## src/hdl/bcs_regs.svh

```systemverilog
// register offsets, field positions, reset values and counts of the block
`ifndef BCS_REGS_SVH
`define BCS_REGS_SVH

// register byte offsets
`define BCS_A_CTRL 8'h00
`define BCS_A_BAUD 8'h04
`define BCS_A_TX 8'h08
`define BCS_A_STAT 8'h0c

// control register fields
`define BCS_C_STA 0
`define BCS_C_RSTA 1
`define BCS_C_STP 2
`define BCS_C_SEL 3
`define BCS_C_WAIT8 4
`define BCS_C_FLOW 5
`define BCS_C_WAIT9 6
`define BCS_C_DLYSEL 7
`define BCS_C_SYNC 8
`define BCS_C_CKSRC 9
`define BCS_C_RELSTOP 10
`define BCS_C_MSB 11
`define BCS_C_SDDIS 12
`define BCS_C_ABC 13
`define BCS_C_ALS 14
`define BCS_C_DL_LO 15
`define BCS_C_DL_HI 17
`define BCS_CTRL_W 18

// status register fields
`define BCS_S_LOST 0
`define BCS_S_BUSY 1
`define BCS_S_SCL 2
`define BCS_S_SDA 3
`define BCS_S_OWN 4

// reset values
`define BCS_CTRL_RST 18'h00800
`define BCS_BAUD_RST 8'h18
`define BCS_TX_RST 9'h1ff

// counts
`define BCS_HOLD_CYC 3'h6
`define BCS_LAST_BIT 4'h8
`define BCS_DL_MAX 3'h7
`define BCS_DL_TOP 4'h8

`endif

```

## src/hdl/bcs_pkg.sv

```systemverilog
// types shared by the bus condition and clock control block
package bcs_pkg;

    // sequencer states
    typedef enum logic [2:0] {
        st_idle,
        st_cond,
        st_low,
        st_high,
        st_wait
    } bcs_state_t;

    // bus condition being generated
    typedef enum logic [1:0] {
        cond_start,
        cond_restart,
        cond_stop
    } bcs_cond_t;

endpackage

```

## src/hdl/bcs_pin_if.sv

```systemverilog
// synchronised pin levels and detected bus events
`timescale 1ns/10ps
interface bcs_pin_if;
    logic scl;
    logic sda;
    logic scl_rise;
    logic scl_fall;
    logic start_det;
    logic stop_det;
    modport src (
        output scl, sda, scl_rise, scl_fall, start_det, stop_det
    );
    modport sink (
        input scl, sda, scl_rise, scl_fall, start_det, stop_det
    );
endinterface

```

## src/hdl/bcs_top.sv

```systemverilog
// two-wire bus condition, arbitration and clock line control
// Functional notes
// - flag start and stop seen on the bus
// - request bits generate start, restart, stop
// - select picks detect or generation event timing
// - compare sent bit with line at clock rise
// - per-bit mode: lost flag follows each check
// - per-byte mode: lost flag set after ninth
// - release data the moment loss flag sets
// - eighth-bit wait holds clock low until cleared
// - force-low bit holds clock low anytime
// - ninth-bit wait holds clock when delay selected
// - early bus clock fall restarts internal clock
// - high phase pauses while bus clock low
// - stop during transfer releases clock line
// - internal clock halves are equal length
// - nine-bit word, MSB first, ninth from word bit 8
// - data output delayed zero to eight cycles
// - data-disable forces data line released
//
// The plain strobed port and the placing of the registers are this design's own decisions.
`timescale 1ns/10ps
`include "bcs_regs.svh"
module bcs_top
    import bcs_pkg::*;
#(
    parameter int BAUD_W = 8
) (
    // clock and reset
    input wire logic mclk,
    input wire logic rst_n,
    // register port
    input wire logic [7:0] addr,
    input wire logic [31:0] wdata,
    input wire logic wr,
    input wire logic rd,
    output logic [31:0] rdata,
    // bus clock pin, open drain
    input wire logic serial_clock_pin_i,
    output logic serial_clock_pin_o,
    output logic serial_clock_pin_oe_n,
    // bus data pin, open drain
    input wire logic serial_data_pin_i,
    output logic serial_data_pin_o,
    output logic serial_data_pin_oe_n,
    // condition event pulses
    output logic start_irq,
    output logic stop_irq
);

    typedef struct packed {
        bcs_state_t state;          // sequencer state
        bcs_cond_t cond;            // condition being generated
        logic [1:0] ph;             // phase within a condition
        logic [BAUD_W-1:0] cnt;     // half-period down counter
        logic [3:0] bit_idx;        // bit within byte, 0..8
        logic [8:0] txw;            // transmit word
        logic [`BCS_CTRL_W-1:0] ctrl; // control bits
        logic [BAUD_W-1:0] baud;    // divider value
        logic lost;                 // arbitration lost flag
        logic miss;                 // mismatch seen during byte
        logic loss_hold;            // data kept off after loss
        logic own;                  // we hold the bus after start
        logic seen_high;            // bus clock seen high this phase
        logic sda_pend;             // next data level, before delay
        logic sda_rel;              // data level after delay
        logic [3:0] dly;            // remaining data delay cycles
        logic scl_oe_n;             // clock pin released
        logic sda_oe_n;             // data pin released
        logic [31:0] rdata;
        logic start_irq;
        logic stop_irq;
    } bcs_st_t;

    bcs_st_t s;
    bcs_st_t next_s;
    bcs_pin_if pin_bus ();

    // pin synchroniser and condition detector
    bcs_pins u_pins (
        .mclk(mclk),
        .rst_n(rst_n),
        .scl_raw(serial_clock_pin_i),
        .sda_raw(serial_data_pin_i),
        .pins(pin_bus.src)
    );

    // one transmit bit; the ninth always comes from bit 8
    function automatic logic tx_bit(input logic [8:0] w,
                                    input logic [3:0] idx,
                                    input logic msb);
        logic [2:0] k;
        k = msb ? (3'h7 - idx[2:0]) : idx[2:0];
        if (idx == `BCS_LAST_BIT) begin
            tx_bit = w[8];
        end else begin
            tx_bit = w[k];
        end
    endfunction

    // delay setting to cycles; top code stretches to eight
    function automatic logic [3:0] dly_cycles(input logic [2:0] f);
        if (f == `BCS_DL_MAX) begin
            dly_cycles = `BCS_DL_TOP;
        end else begin
            dly_cycles = {1'b0, f};
        end
    endfunction

    // pin pattern {clock released, data released} per phase
    function automatic logic [1:0] cond_pins(input bcs_cond_t c,
                                             input logic [1:0] p);
        unique case (c)
            cond_start: begin
                cond_pins = (p == 2'h0) ? 2'b11 :
                            (p == 2'h1) ? 2'b10 : 2'b00;
            end
            cond_restart: begin
                cond_pins = (p == 2'h0) ? 2'b01 :
                            (p == 2'h1) ? 2'b11 :
                            (p == 2'h2) ? 2'b10 : 2'b00;
            end
            default: begin
                cond_pins = (p == 2'h0) ? 2'b00 :
                            (p == 2'h1) ? 2'b10 : 2'b11;
            end
        endcase
    endfunction

    // last phase of each condition
    function automatic logic [1:0] cond_last(input bcs_cond_t c);
        cond_last = (c == cond_restart) ? 2'h3 : 2'h2;
    endfunction

    logic sel;
    logic busy;
    logic tick;
    logic tx_go;
    logic mism;
    logic fall_now;
    logic scl_rel;
    logic [1:0] cp;

    assign sel = s.ctrl[`BCS_C_SEL];
    assign busy = (s.state != st_idle);
    // half period is baud+1 cycles for both halves, so duty is even
    // equal halves
    assign tick = (s.cnt == '0);
    assign tx_go = wr && (addr == `BCS_A_TX) && (s.state == st_idle)
                   && !sel;

    // next-state logic: registers, sequencer, arbitration, pins
    always_comb begin
        next_s = s;
        next_s.start_irq = 1'b0;
        next_s.stop_irq = 1'b0;
        next_s.rdata = 32'h0;
        mism = 1'b0;
        fall_now = 1'b0;
        scl_rel = 1'b1;
        cp = 2'b11;

        // software writes
        if (wr) begin
            unique case (addr)
                `BCS_A_CTRL: next_s.ctrl = wdata[`BCS_CTRL_W-1:0];
                `BCS_A_BAUD: next_s.baud = wdata[BAUD_W-1:0];
                `BCS_A_TX: next_s.txw = wdata[8:0];
                // writing zero to the loss flag clears it
                `BCS_A_STAT: begin
                    if (!wdata[`BCS_S_LOST]) begin
                        next_s.lost = 1'b0;
                    end
                end
                default: begin
                end
            endcase
        end

        // read data lands the cycle after the strobe, zero elsewhere
        if (rd) begin
            unique case (addr)
                `BCS_A_CTRL: next_s.rdata = 32'(s.ctrl);
                `BCS_A_BAUD: next_s.rdata = 32'(s.baud);
                `BCS_A_TX: next_s.rdata = 32'(s.txw);
                `BCS_A_STAT: begin
                    next_s.rdata[`BCS_S_LOST] = s.lost;
                    next_s.rdata[`BCS_S_BUSY] = busy;
                    next_s.rdata[`BCS_S_SCL] = pin_bus.scl;
                    next_s.rdata[`BCS_S_SDA] = pin_bus.sda;
                    next_s.rdata[`BCS_S_OWN] = s.own;
                end
                default: begin
                end
            endcase
        end

        if (!sel) begin
            next_s.start_irq = pin_bus.start_det;
            next_s.stop_irq = pin_bus.stop_det;
        end

        if (s.dly != 4'h0) begin
            next_s.dly = s.dly - 4'h1;
        end else begin
            next_s.sda_rel = s.sda_pend;
        end

        // half-period counter runs down; states reload it
        if (!tick) begin
            next_s.cnt = s.cnt - BAUD_W'(1);
        end

        unique case (s.state)
            st_idle: begin
                if (sel && (s.ctrl[`BCS_C_STA] || s.ctrl[`BCS_C_RSTA]
                            || s.ctrl[`BCS_C_STP])) begin
                    next_s.cond = s.ctrl[`BCS_C_STA] ? cond_start :
                                  s.ctrl[`BCS_C_RSTA] ? cond_restart :
                                  cond_stop;
                    next_s.ph = 2'h0;
                    next_s.cnt = s.baud;
                    next_s.state = st_cond;
                end else if (tx_go) begin
                    next_s.bit_idx = 4'h0;
                    next_s.cnt = s.baud;
                    next_s.miss = 1'b0;
                    next_s.loss_hold = 1'b0;
                    next_s.sda_pend = tx_bit(wdata[8:0], 4'h0,
                                             s.ctrl[`BCS_C_MSB]);
                    next_s.dly = dly_cycles(
                        s.ctrl[`BCS_C_DL_HI:`BCS_C_DL_LO]);
                    next_s.state = st_low;
                end
            end
            st_cond: begin
                if (tick) begin
                    if (s.ph == cond_last(s.cond)) begin
                        next_s.state = st_idle;
                        if (s.cond == cond_stop) begin
                            next_s.stop_irq = 1'b1;
                            next_s.own = 1'b0;
                            next_s.ctrl[`BCS_C_STP] = 1'b0;
                        end else begin
                            next_s.start_irq = 1'b1;
                            next_s.own = 1'b1;
                            next_s.ctrl[`BCS_C_STA] = 1'b0;
                            next_s.ctrl[`BCS_C_RSTA] = 1'b0;
                        end
                    end else begin
                        next_s.ph = s.ph + 2'h1;
                        next_s.cnt = s.baud;
                    end
                end
            end
            st_low: begin
                if (tick && !((s.bit_idx == `BCS_LAST_BIT)
                              && s.ctrl[`BCS_C_WAIT8])) begin
                    next_s.state = st_high;
                    next_s.cnt = s.baud;
                    next_s.seen_high = 1'b0;
                end
            end
            st_high: begin
                if (pin_bus.scl) begin
                    next_s.seen_high = 1'b1;
                end
                if (s.ctrl[`BCS_C_SYNC] && s.seen_high
                    && pin_bus.scl_fall) begin
                    fall_now = 1'b1;
                end else if (s.ctrl[`BCS_C_SYNC] && !pin_bus.scl) begin
                    next_s.cnt = s.cnt;
                end else if (tick) begin
                    fall_now = 1'b1;
                end
            end
            st_wait: begin
                if (!(s.ctrl[`BCS_C_DLYSEL] && s.ctrl[`BCS_C_WAIT9])) begin
                    next_s.state = st_idle;
                end
            end
            default: begin
                next_s.state = st_idle;
            end
        endcase

        // falling edge of the internal clock
        if (fall_now) begin
            next_s.cnt = s.baud;
            if (s.bit_idx == `BCS_LAST_BIT) begin
                if (s.ctrl[`BCS_C_ABC] && s.miss) begin
                    next_s.lost = 1'b1;
                end
                next_s.loss_hold = 1'b0;
                next_s.own = 1'b1;
                next_s.state = (s.ctrl[`BCS_C_DLYSEL]
                                && s.ctrl[`BCS_C_WAIT9]) ? st_wait
                                                           : st_idle;
            end else begin
                next_s.bit_idx = s.bit_idx + 4'h1;
                next_s.sda_pend = tx_bit(s.txw, s.bit_idx + 4'h1,
                                         s.ctrl[`BCS_C_MSB]);
                next_s.dly = dly_cycles(
                    s.ctrl[`BCS_C_DL_HI:`BCS_C_DL_LO]);
                next_s.state = st_low;
            end
        end

        // check at clock rise; the ninth bit is the ack slot
        if (pin_bus.scl_rise && (s.state == st_high)
            && (s.bit_idx != `BCS_LAST_BIT)) begin
            mism = s.sda_rel && !pin_bus.sda;
            if (!s.ctrl[`BCS_C_ABC]) begin
                next_s.lost = mism;
            end else if (mism) begin
                next_s.miss = 1'b1;
            end
        end

        if (next_s.lost && !s.lost && s.ctrl[`BCS_C_ALS] && busy) begin
            next_s.loss_hold = 1'b1;
        end

        // stop from elsewhere ends the transfer
        if (busy && (s.state != st_cond) && pin_bus.stop_det
            && s.ctrl[`BCS_C_RELSTOP]) begin
            next_s.state = st_idle;
            next_s.own = 1'b0;
            next_s.loss_hold = 1'b0;
            next_s.sda_pend = 1'b1;
            next_s.dly = 4'h0;
        end

        // conditions drive the data line directly, no delay
        if (next_s.state == st_cond) begin
            cp = cond_pins(next_s.cond, next_s.ph);
            next_s.sda_pend = cp[0];
            next_s.sda_rel = cp[0];
            next_s.dly = 4'h0;
        end

        // clock line from the next state
        unique case (next_s.state)
            st_idle: scl_rel = !next_s.own;
            st_cond: scl_rel = cp[1];
            st_high: scl_rel = 1'b1;
            default: scl_rel = 1'b0;
        endcase

        next_s.scl_oe_n = scl_rel && !next_s.ctrl[`BCS_C_FLOW];
        next_s.sda_oe_n = next_s.sda_rel || next_s.loss_hold
                          || next_s.ctrl[`BCS_C_SDDIS];
    end

    // state register
    always_ff @(posedge mclk) begin
        if (!rst_n) begin
            s <= '0;
            s.state <= st_idle;
            s.cond <= cond_start;
            s.ctrl <= `BCS_CTRL_RST;
            s.baud <= `BCS_BAUD_RST;
            s.txw <= `BCS_TX_RST;
            s.sda_pend <= 1'b1;
            s.sda_rel <= 1'b1;
            s.scl_oe_n <= 1'b1;
            s.sda_oe_n <= 1'b1;
        end else begin
            s <= next_s;
        end
    end

    // open-drain pins only ever pull low
    assign serial_clock_pin_o = 1'b0;
    assign serial_data_pin_o = 1'b0;
    assign serial_clock_pin_oe_n = s.scl_oe_n;
    assign serial_data_pin_oe_n = s.sda_oe_n;
    assign rdata = s.rdata;
    assign start_irq = s.start_irq;
    assign stop_irq = s.stop_irq;

endmodule

```

## src/hdl/bcs_pins.sv

```systemverilog
// pin synchroniser and start/stop condition detector
`timescale 1ns/10ps
`include "bcs_regs.svh"
module bcs_pins
    import bcs_pkg::*;
(
    // clock and reset
    input wire logic mclk,
    input wire logic rst_n,
    // raw pin levels
    input wire logic scl_raw,
    input wire logic sda_raw,
    // cleaned levels and events
    bcs_pin_if.src pins
);

    typedef struct packed {
        logic scl_m;          // first stage, read only by second
        logic sda_m;
        logic scl_s;          // synchronised levels
        logic sda_s;
        logic scl_q;          // delayed copy for edges
        logic sda_q;
        logic [2:0] high_cnt; // cycles scl has been high (setup)
        logic pend;           // condition seen, waiting out hold
        logic pend_stop;      // pending one is a stop
        logic [2:0] hold_cnt; // cycles scl stayed high after edge
        logic start_det;
        logic stop_det;
    } bcs_pin_st_t;

    bcs_pin_st_t s;
    bcs_pin_st_t next_s;

    // detection: a data edge under a high clock, guarded both sides
    always_comb begin
        next_s = s;
        next_s.scl_m = scl_raw;
        next_s.sda_m = sda_raw;
        next_s.scl_s = s.scl_m;
        next_s.sda_s = s.sda_m;
        next_s.scl_q = s.scl_s;
        next_s.sda_q = s.sda_s;
        next_s.start_det = 1'b0;
        next_s.stop_det = 1'b0;
        // setup counter saturates at the guard count
        if (!s.scl_s) begin
            next_s.high_cnt = 3'h0;
        end else if (s.high_cnt != `BCS_HOLD_CYC) begin
            next_s.high_cnt = s.high_cnt + 3'h1;
        end
        if (s.pend) begin
            // clock dropped or data bounced: glitch, not a condition
            if (!s.scl_s || (s.sda_s != s.sda_q)) begin
                next_s.pend = 1'b0;
            end else if (s.hold_cnt == `BCS_HOLD_CYC - 3'h1) begin
                next_s.pend = 1'b0;
                next_s.start_det = !s.pend_stop;
                next_s.stop_det = s.pend_stop;
            end else begin
                next_s.hold_cnt = s.hold_cnt + 3'h1;
            end
        end else if (s.scl_s && s.scl_q && (s.sda_s != s.sda_q)
                     && (s.high_cnt == `BCS_HOLD_CYC)) begin
            next_s.pend = 1'b1;
            next_s.pend_stop = s.sda_s;
            next_s.hold_cnt = 3'h0;
        end
    end

    // state register
    always_ff @(posedge mclk) begin
        if (!rst_n) begin
            s <= '0;
        end else begin
            s <= next_s;
        end
    end

    assign pins.scl = s.scl_s;
    assign pins.sda = s.sda_s;
    assign pins.scl_rise = s.scl_s && !s.scl_q;
    assign pins.scl_fall = !s.scl_s && s.scl_q;
    assign pins.start_det = s.start_det;
    assign pins.stop_det = s.stop_det;

endmodule

```

## config.mk

```make
export PLATFORM = sky130hd
export DESIGN_NAME = bcs_top
export DESIGN_NICKNAME = d
export VERILOG_FILES = /design/src/hdl/bcs_pkg.sv /design/src/hdl/bcs_pin_if.sv /design/src/hdl/bcs_top.sv /design/src/hdl/bcs_pins.sv
export VERILOG_INCLUDE_DIRS = /design/src /design/src/hdl
export SDC_FILE = /design/constraint.sdc
export NUM_CORES = 1
export LEC_CHECK = 0
export BUFFER_PORTS_ARGS = -buffer_cell sky130_fd_sc_hd__clkbuf_2
export CAP_MARGIN = 25
export CORE_MARGIN = 5
export CORE_UTILIZATION = 50
export CTS_CLUSTER_DIAMETER = 200
export DETAILED_ROUTE_END_ITERATION = 10
export HOLD_SLACK_MARGIN = 0.02
export PLACE_DENSITY = 0.76
export SLEW_MARGIN = 25
export SYNTH_ARGS = -nofsm -noshare
export SYNTH_HDL_FRONTEND = slang
export SYNTH_HIERARCHICAL = 1
export SYNTH_SLANG_ARGS = --single-unit
```

## constraint.sdc

```tcl
create_clock -name mclk -period 3.06 [get_ports mclk]
set_input_delay 0.612 -clock mclk [delete_from_list [all_inputs] [get_ports mclk]]
set_output_delay 0.612 -clock mclk [all_outputs]
set_load 0.03 [all_outputs]
```

==> flow_summary.yaml <==
yosys:
  netlist_area_um2: 5190
  synth_edf_count: 0
  ys_top_cells_by_area: "dfxtp_1, mux2i_1, nor2_1"
  synth.avg_cell_area_um2: 9.00
  synth_ff_type: "dfxtp_1"
  synth_top_area_share_pct: 39.7
  yosysTopAreaCell: "dfxtp_1"
  ys_seq_area_share_pct: 39.7
  yosysWarnings: 6
  synthArstFlopShare_pct: 0
  ys_types: 77
  ys_ff_latch: 103
  syn_inst: 577
outcome:
  outcome: "finished, final reports clean"
placed_design:
  placed_area_um2: 5470
  hpwl_um: 9610
  gp_congestion: 0.970
  portBuffers: 53
  placed_cells: 745
  dpl_worst_slack_ps: 256
global_route:
  antenna_found_initial: 0
  grt_pass1_wl_um: 21200
  first_global_vias: 4357
  grt_max_degree: 20
  grt_overflow_total: 0
  grt_use_total_pct: 20.8
floorplan:
  start_util_pct: 50.7
  fp.dieW_um: 112
  dieArea_um2: 12500
  core_area_um2: 10200
  core.rowCount: 37
  die_height_um: 112
  boundaryPins: 84
cts:
  cts_tree: "done"
  cts_hold_buf: 0
  cts_sinks: 103
  cts_root_buffer: "clkbuf_8"
  clk_latency_ps: 380
  cts_made_buffers: 9
  clock_path_buffers: 2
  cts.clk_slew.worst_paths_ps: 100
  h-tree-depth: 3
timing:
  slew_viol_final: 0
  worst_slack_ps: 247
  setup_violations: 0
  period_share_pct: 91.9
  rsz0062_at_grt: "no"
  fmax_mhz: 355
  finalHoldViolCount: 0
  maxSlewHeadroom_pct: 51.4
  clock_skew_ps: 16.2
  fin_tns_setup_ps: 0
  min_period_ps: 2810
  tightest_slew_ps: 726
layout:
  utilization_pct: 55.6
  antenna_cells: 0
  fillerInstances: 904
  drive_above_1_share_pct: 19.5
  layout_common_cells: "dfxtp_1, nor2_1, nand2_1, clkbuf_2, mux2i_1"
  fin_cells: 762
  area_growth_syn_to_layout_pct: 9.66
  final_area_um2: 5690
  final_common_cell: "dfxtp_1"
  final_nets: 676
critical_path:
  endpoint_kind: "flip-flop"
  cp.arrival_ps: 3060
  crit_chain: "inv_1, ha_1, or3b_2, nor3_4, a211o_1, ha_1, nor2_1, a21oi_1, a2111oi_1, nor3_1"
  crit_path_max_incr_delay_ps: 580
  r2r-start: "s[87]"
  crit_required_ps: 3310
  slowest_stage: "or3b_2"
  cp_max_fo: 6
  startpoint: "s[87]"
  crit_type: "flip-flop to flip-flop"
  cp_common_cell: "ha_1"
  cp-start-kind: "flip-flop"
detailed_routing:
  wl_per_cell_um: 17.0
  wl_um: 12900
  viasPerCell: 5.77
  num_vias: 4396
  antenna_left: 0
  drt_pass1_iterations: 5
  drcViolationCount: 0
  drt_iter0_drc: 453
pwr:
  power_switching_mw: 0.979
  peakVddDrop_mv: 0.244
  pwr-share-comb_pct: 24.1
  total_leakage_power_nw: 2.48
  p_per_area_nw_per_um2: 551
  switching_share_pct: 31.2
  p_int_mw: 2.16
  p_clk_share_pct: 29.0
  power_frac_seq_pct: 46.9
worst_hold_path:
  hp-start: "u_pins/next_s[13]"
  hold_class: "flip-flop to flip-flop"
job:
  timing.max_cap.violations: 0
## synthesized netlist by cell type, drive strengths merged (2+ instances only)
| library cell | number |
|---|---|
| a211oi | 5 |
| a32oi | 3 |
| o211ai | 5 |
| a21oi | 20 |
| nand2b | 6 |
| a2bb2oi | 2 |
| and3 | 4 |
| a31oi | 6 |
| a221oi | 2 |
| inv | 19 |
| xnor2 | 7 |
| nand3 | 20 |
| a211o | 2 |
| nor2b | 15 |
| o21ai | 17 |
| xor2 | 3 |
| nand4 | 6 |
| o311ai | 3 |
| o2111ai | 2 |
| ha | 9 |
| or4 | 3 |
| a21o | 3 |
| nor4 | 7 |
| nand3b | 4 |
| or3 | 7 |
| mux2i | 36 |
| mux4 | 10 |
| clkbuf | 12 |
| or2 | 2 |
| nor3b | 2 |
| o31ai | 2 |
| dfxtp | 103 |
| buf | 41 |
| a41oi | 2 |
| or3b | 3 |
| and2 | 15 |
| mux2 | 3 |
| nor2 | 76 |
| nand2 | 56 |
| nor3 | 14 |
| a222oi | 2 |
| o32ai | 2 |
| a2111oi | 2 |
## layout make-up
cell class / instances / area, um^2 / share of cell area [%]
Inverter: 19 / 71.3 / 1.25
Timing Repair Buffer: 71 / 400 / 7.03
Clock inverter: 5 / 62.6 / 1.10
Sequential cell: 103 / 2060 / 36.2
Clock buffer: 11 / 151 / 2.66
Multi-Input combinational cell: 417 / 2780 / 48.7
Tap cell: 136 / 170 / 2.99
## what timing repair did
item                       4_1_cts  5_1_grt
buffers inserted                 0        1
setup endpoints to repair        0        2
resized for setup                0        2
## cells by family after synthesis
logic type               share of synthesized area (%)
AND/OR/NAND/NOR                                   24.2
adder cells (fa/ha/maj)                           2.17
AO/OA/AOI/OAI                                     12.0
buffers and inverters                             8.03
flip-flops                                        39.7
multiplexers                                      11.9
XOR/XNOR                                          1.83
other                                           0.0722
## per-stage QoR
stage                     power [mW]  hold slack, ps
after global placement          2.18             422
after floorplan                 2.04             412
after global routing            3.28             435
after CTS                       3.12             433
after detailed placement        2.21             430
final                           3.14             441
## sequential cells by signal (all words and copies together) (netlist names)
signal,cells
s,65
rdata,18
u_pins/s,10
u_pins/next_s,2
serial_clock_pin_oe_n,1
serial_data_pin_oe_n,1
start_irq,1
stop_irq,1
u_pins/pins.scl,1
u_pins/pins.sda,1
u_pins/pins.start_det,1
u_pins/pins.stop_det,1
## worst max-delay path: cells and delay by family (launching register included)
kind | cells | cell delay, ps
AND/OR/NAND/NOR | 4 | 1080
AO/OA/AOI/OAI | 3 | 670
adder cells (fa/ha/maj) | 2 | 440
flip-flops | 1 | 390
buffers and inverters | 1 | 100
## per-layer routing
layer / share of wire (%) / up-vias / global-route usage [%]
li1: - / 2076 / -
met1: 40 / 2107 / 24.7
met2: 51 / 181 / 36.7
met3: 6.4 / 32 / 4.18
met4: 2.5 / 0 / 7.87
met5: 0 / - / 0
## final timing paths
| path | to | slack (ps) | cells past startpoint |
|---|---|---|---|
| min reg2reg | u_pins/pins.scl | 440 | 1 |
| min | u_pins/pins.scl | 440 | 1 |
| max reg2reg | serial_clock_pin_oe_n | 250 | 10 |
| max | serial_clock_pin_oe_n | 250 | 10 |
## power by group through the flow
stage	logic (mW)	registers, mW	clock network [mW]
2_1_floorplan	0.560	1.48	0
3_3_place_gp	0.686	1.49	0
3_5_place_dp	0.717	1.50	0
4_1_cts	0.725	1.46	0.930
5_1_grt	0.825	1.48	0.981
6_report	0.757	1.47	0.911
Power figures use the tool's default switching activity.
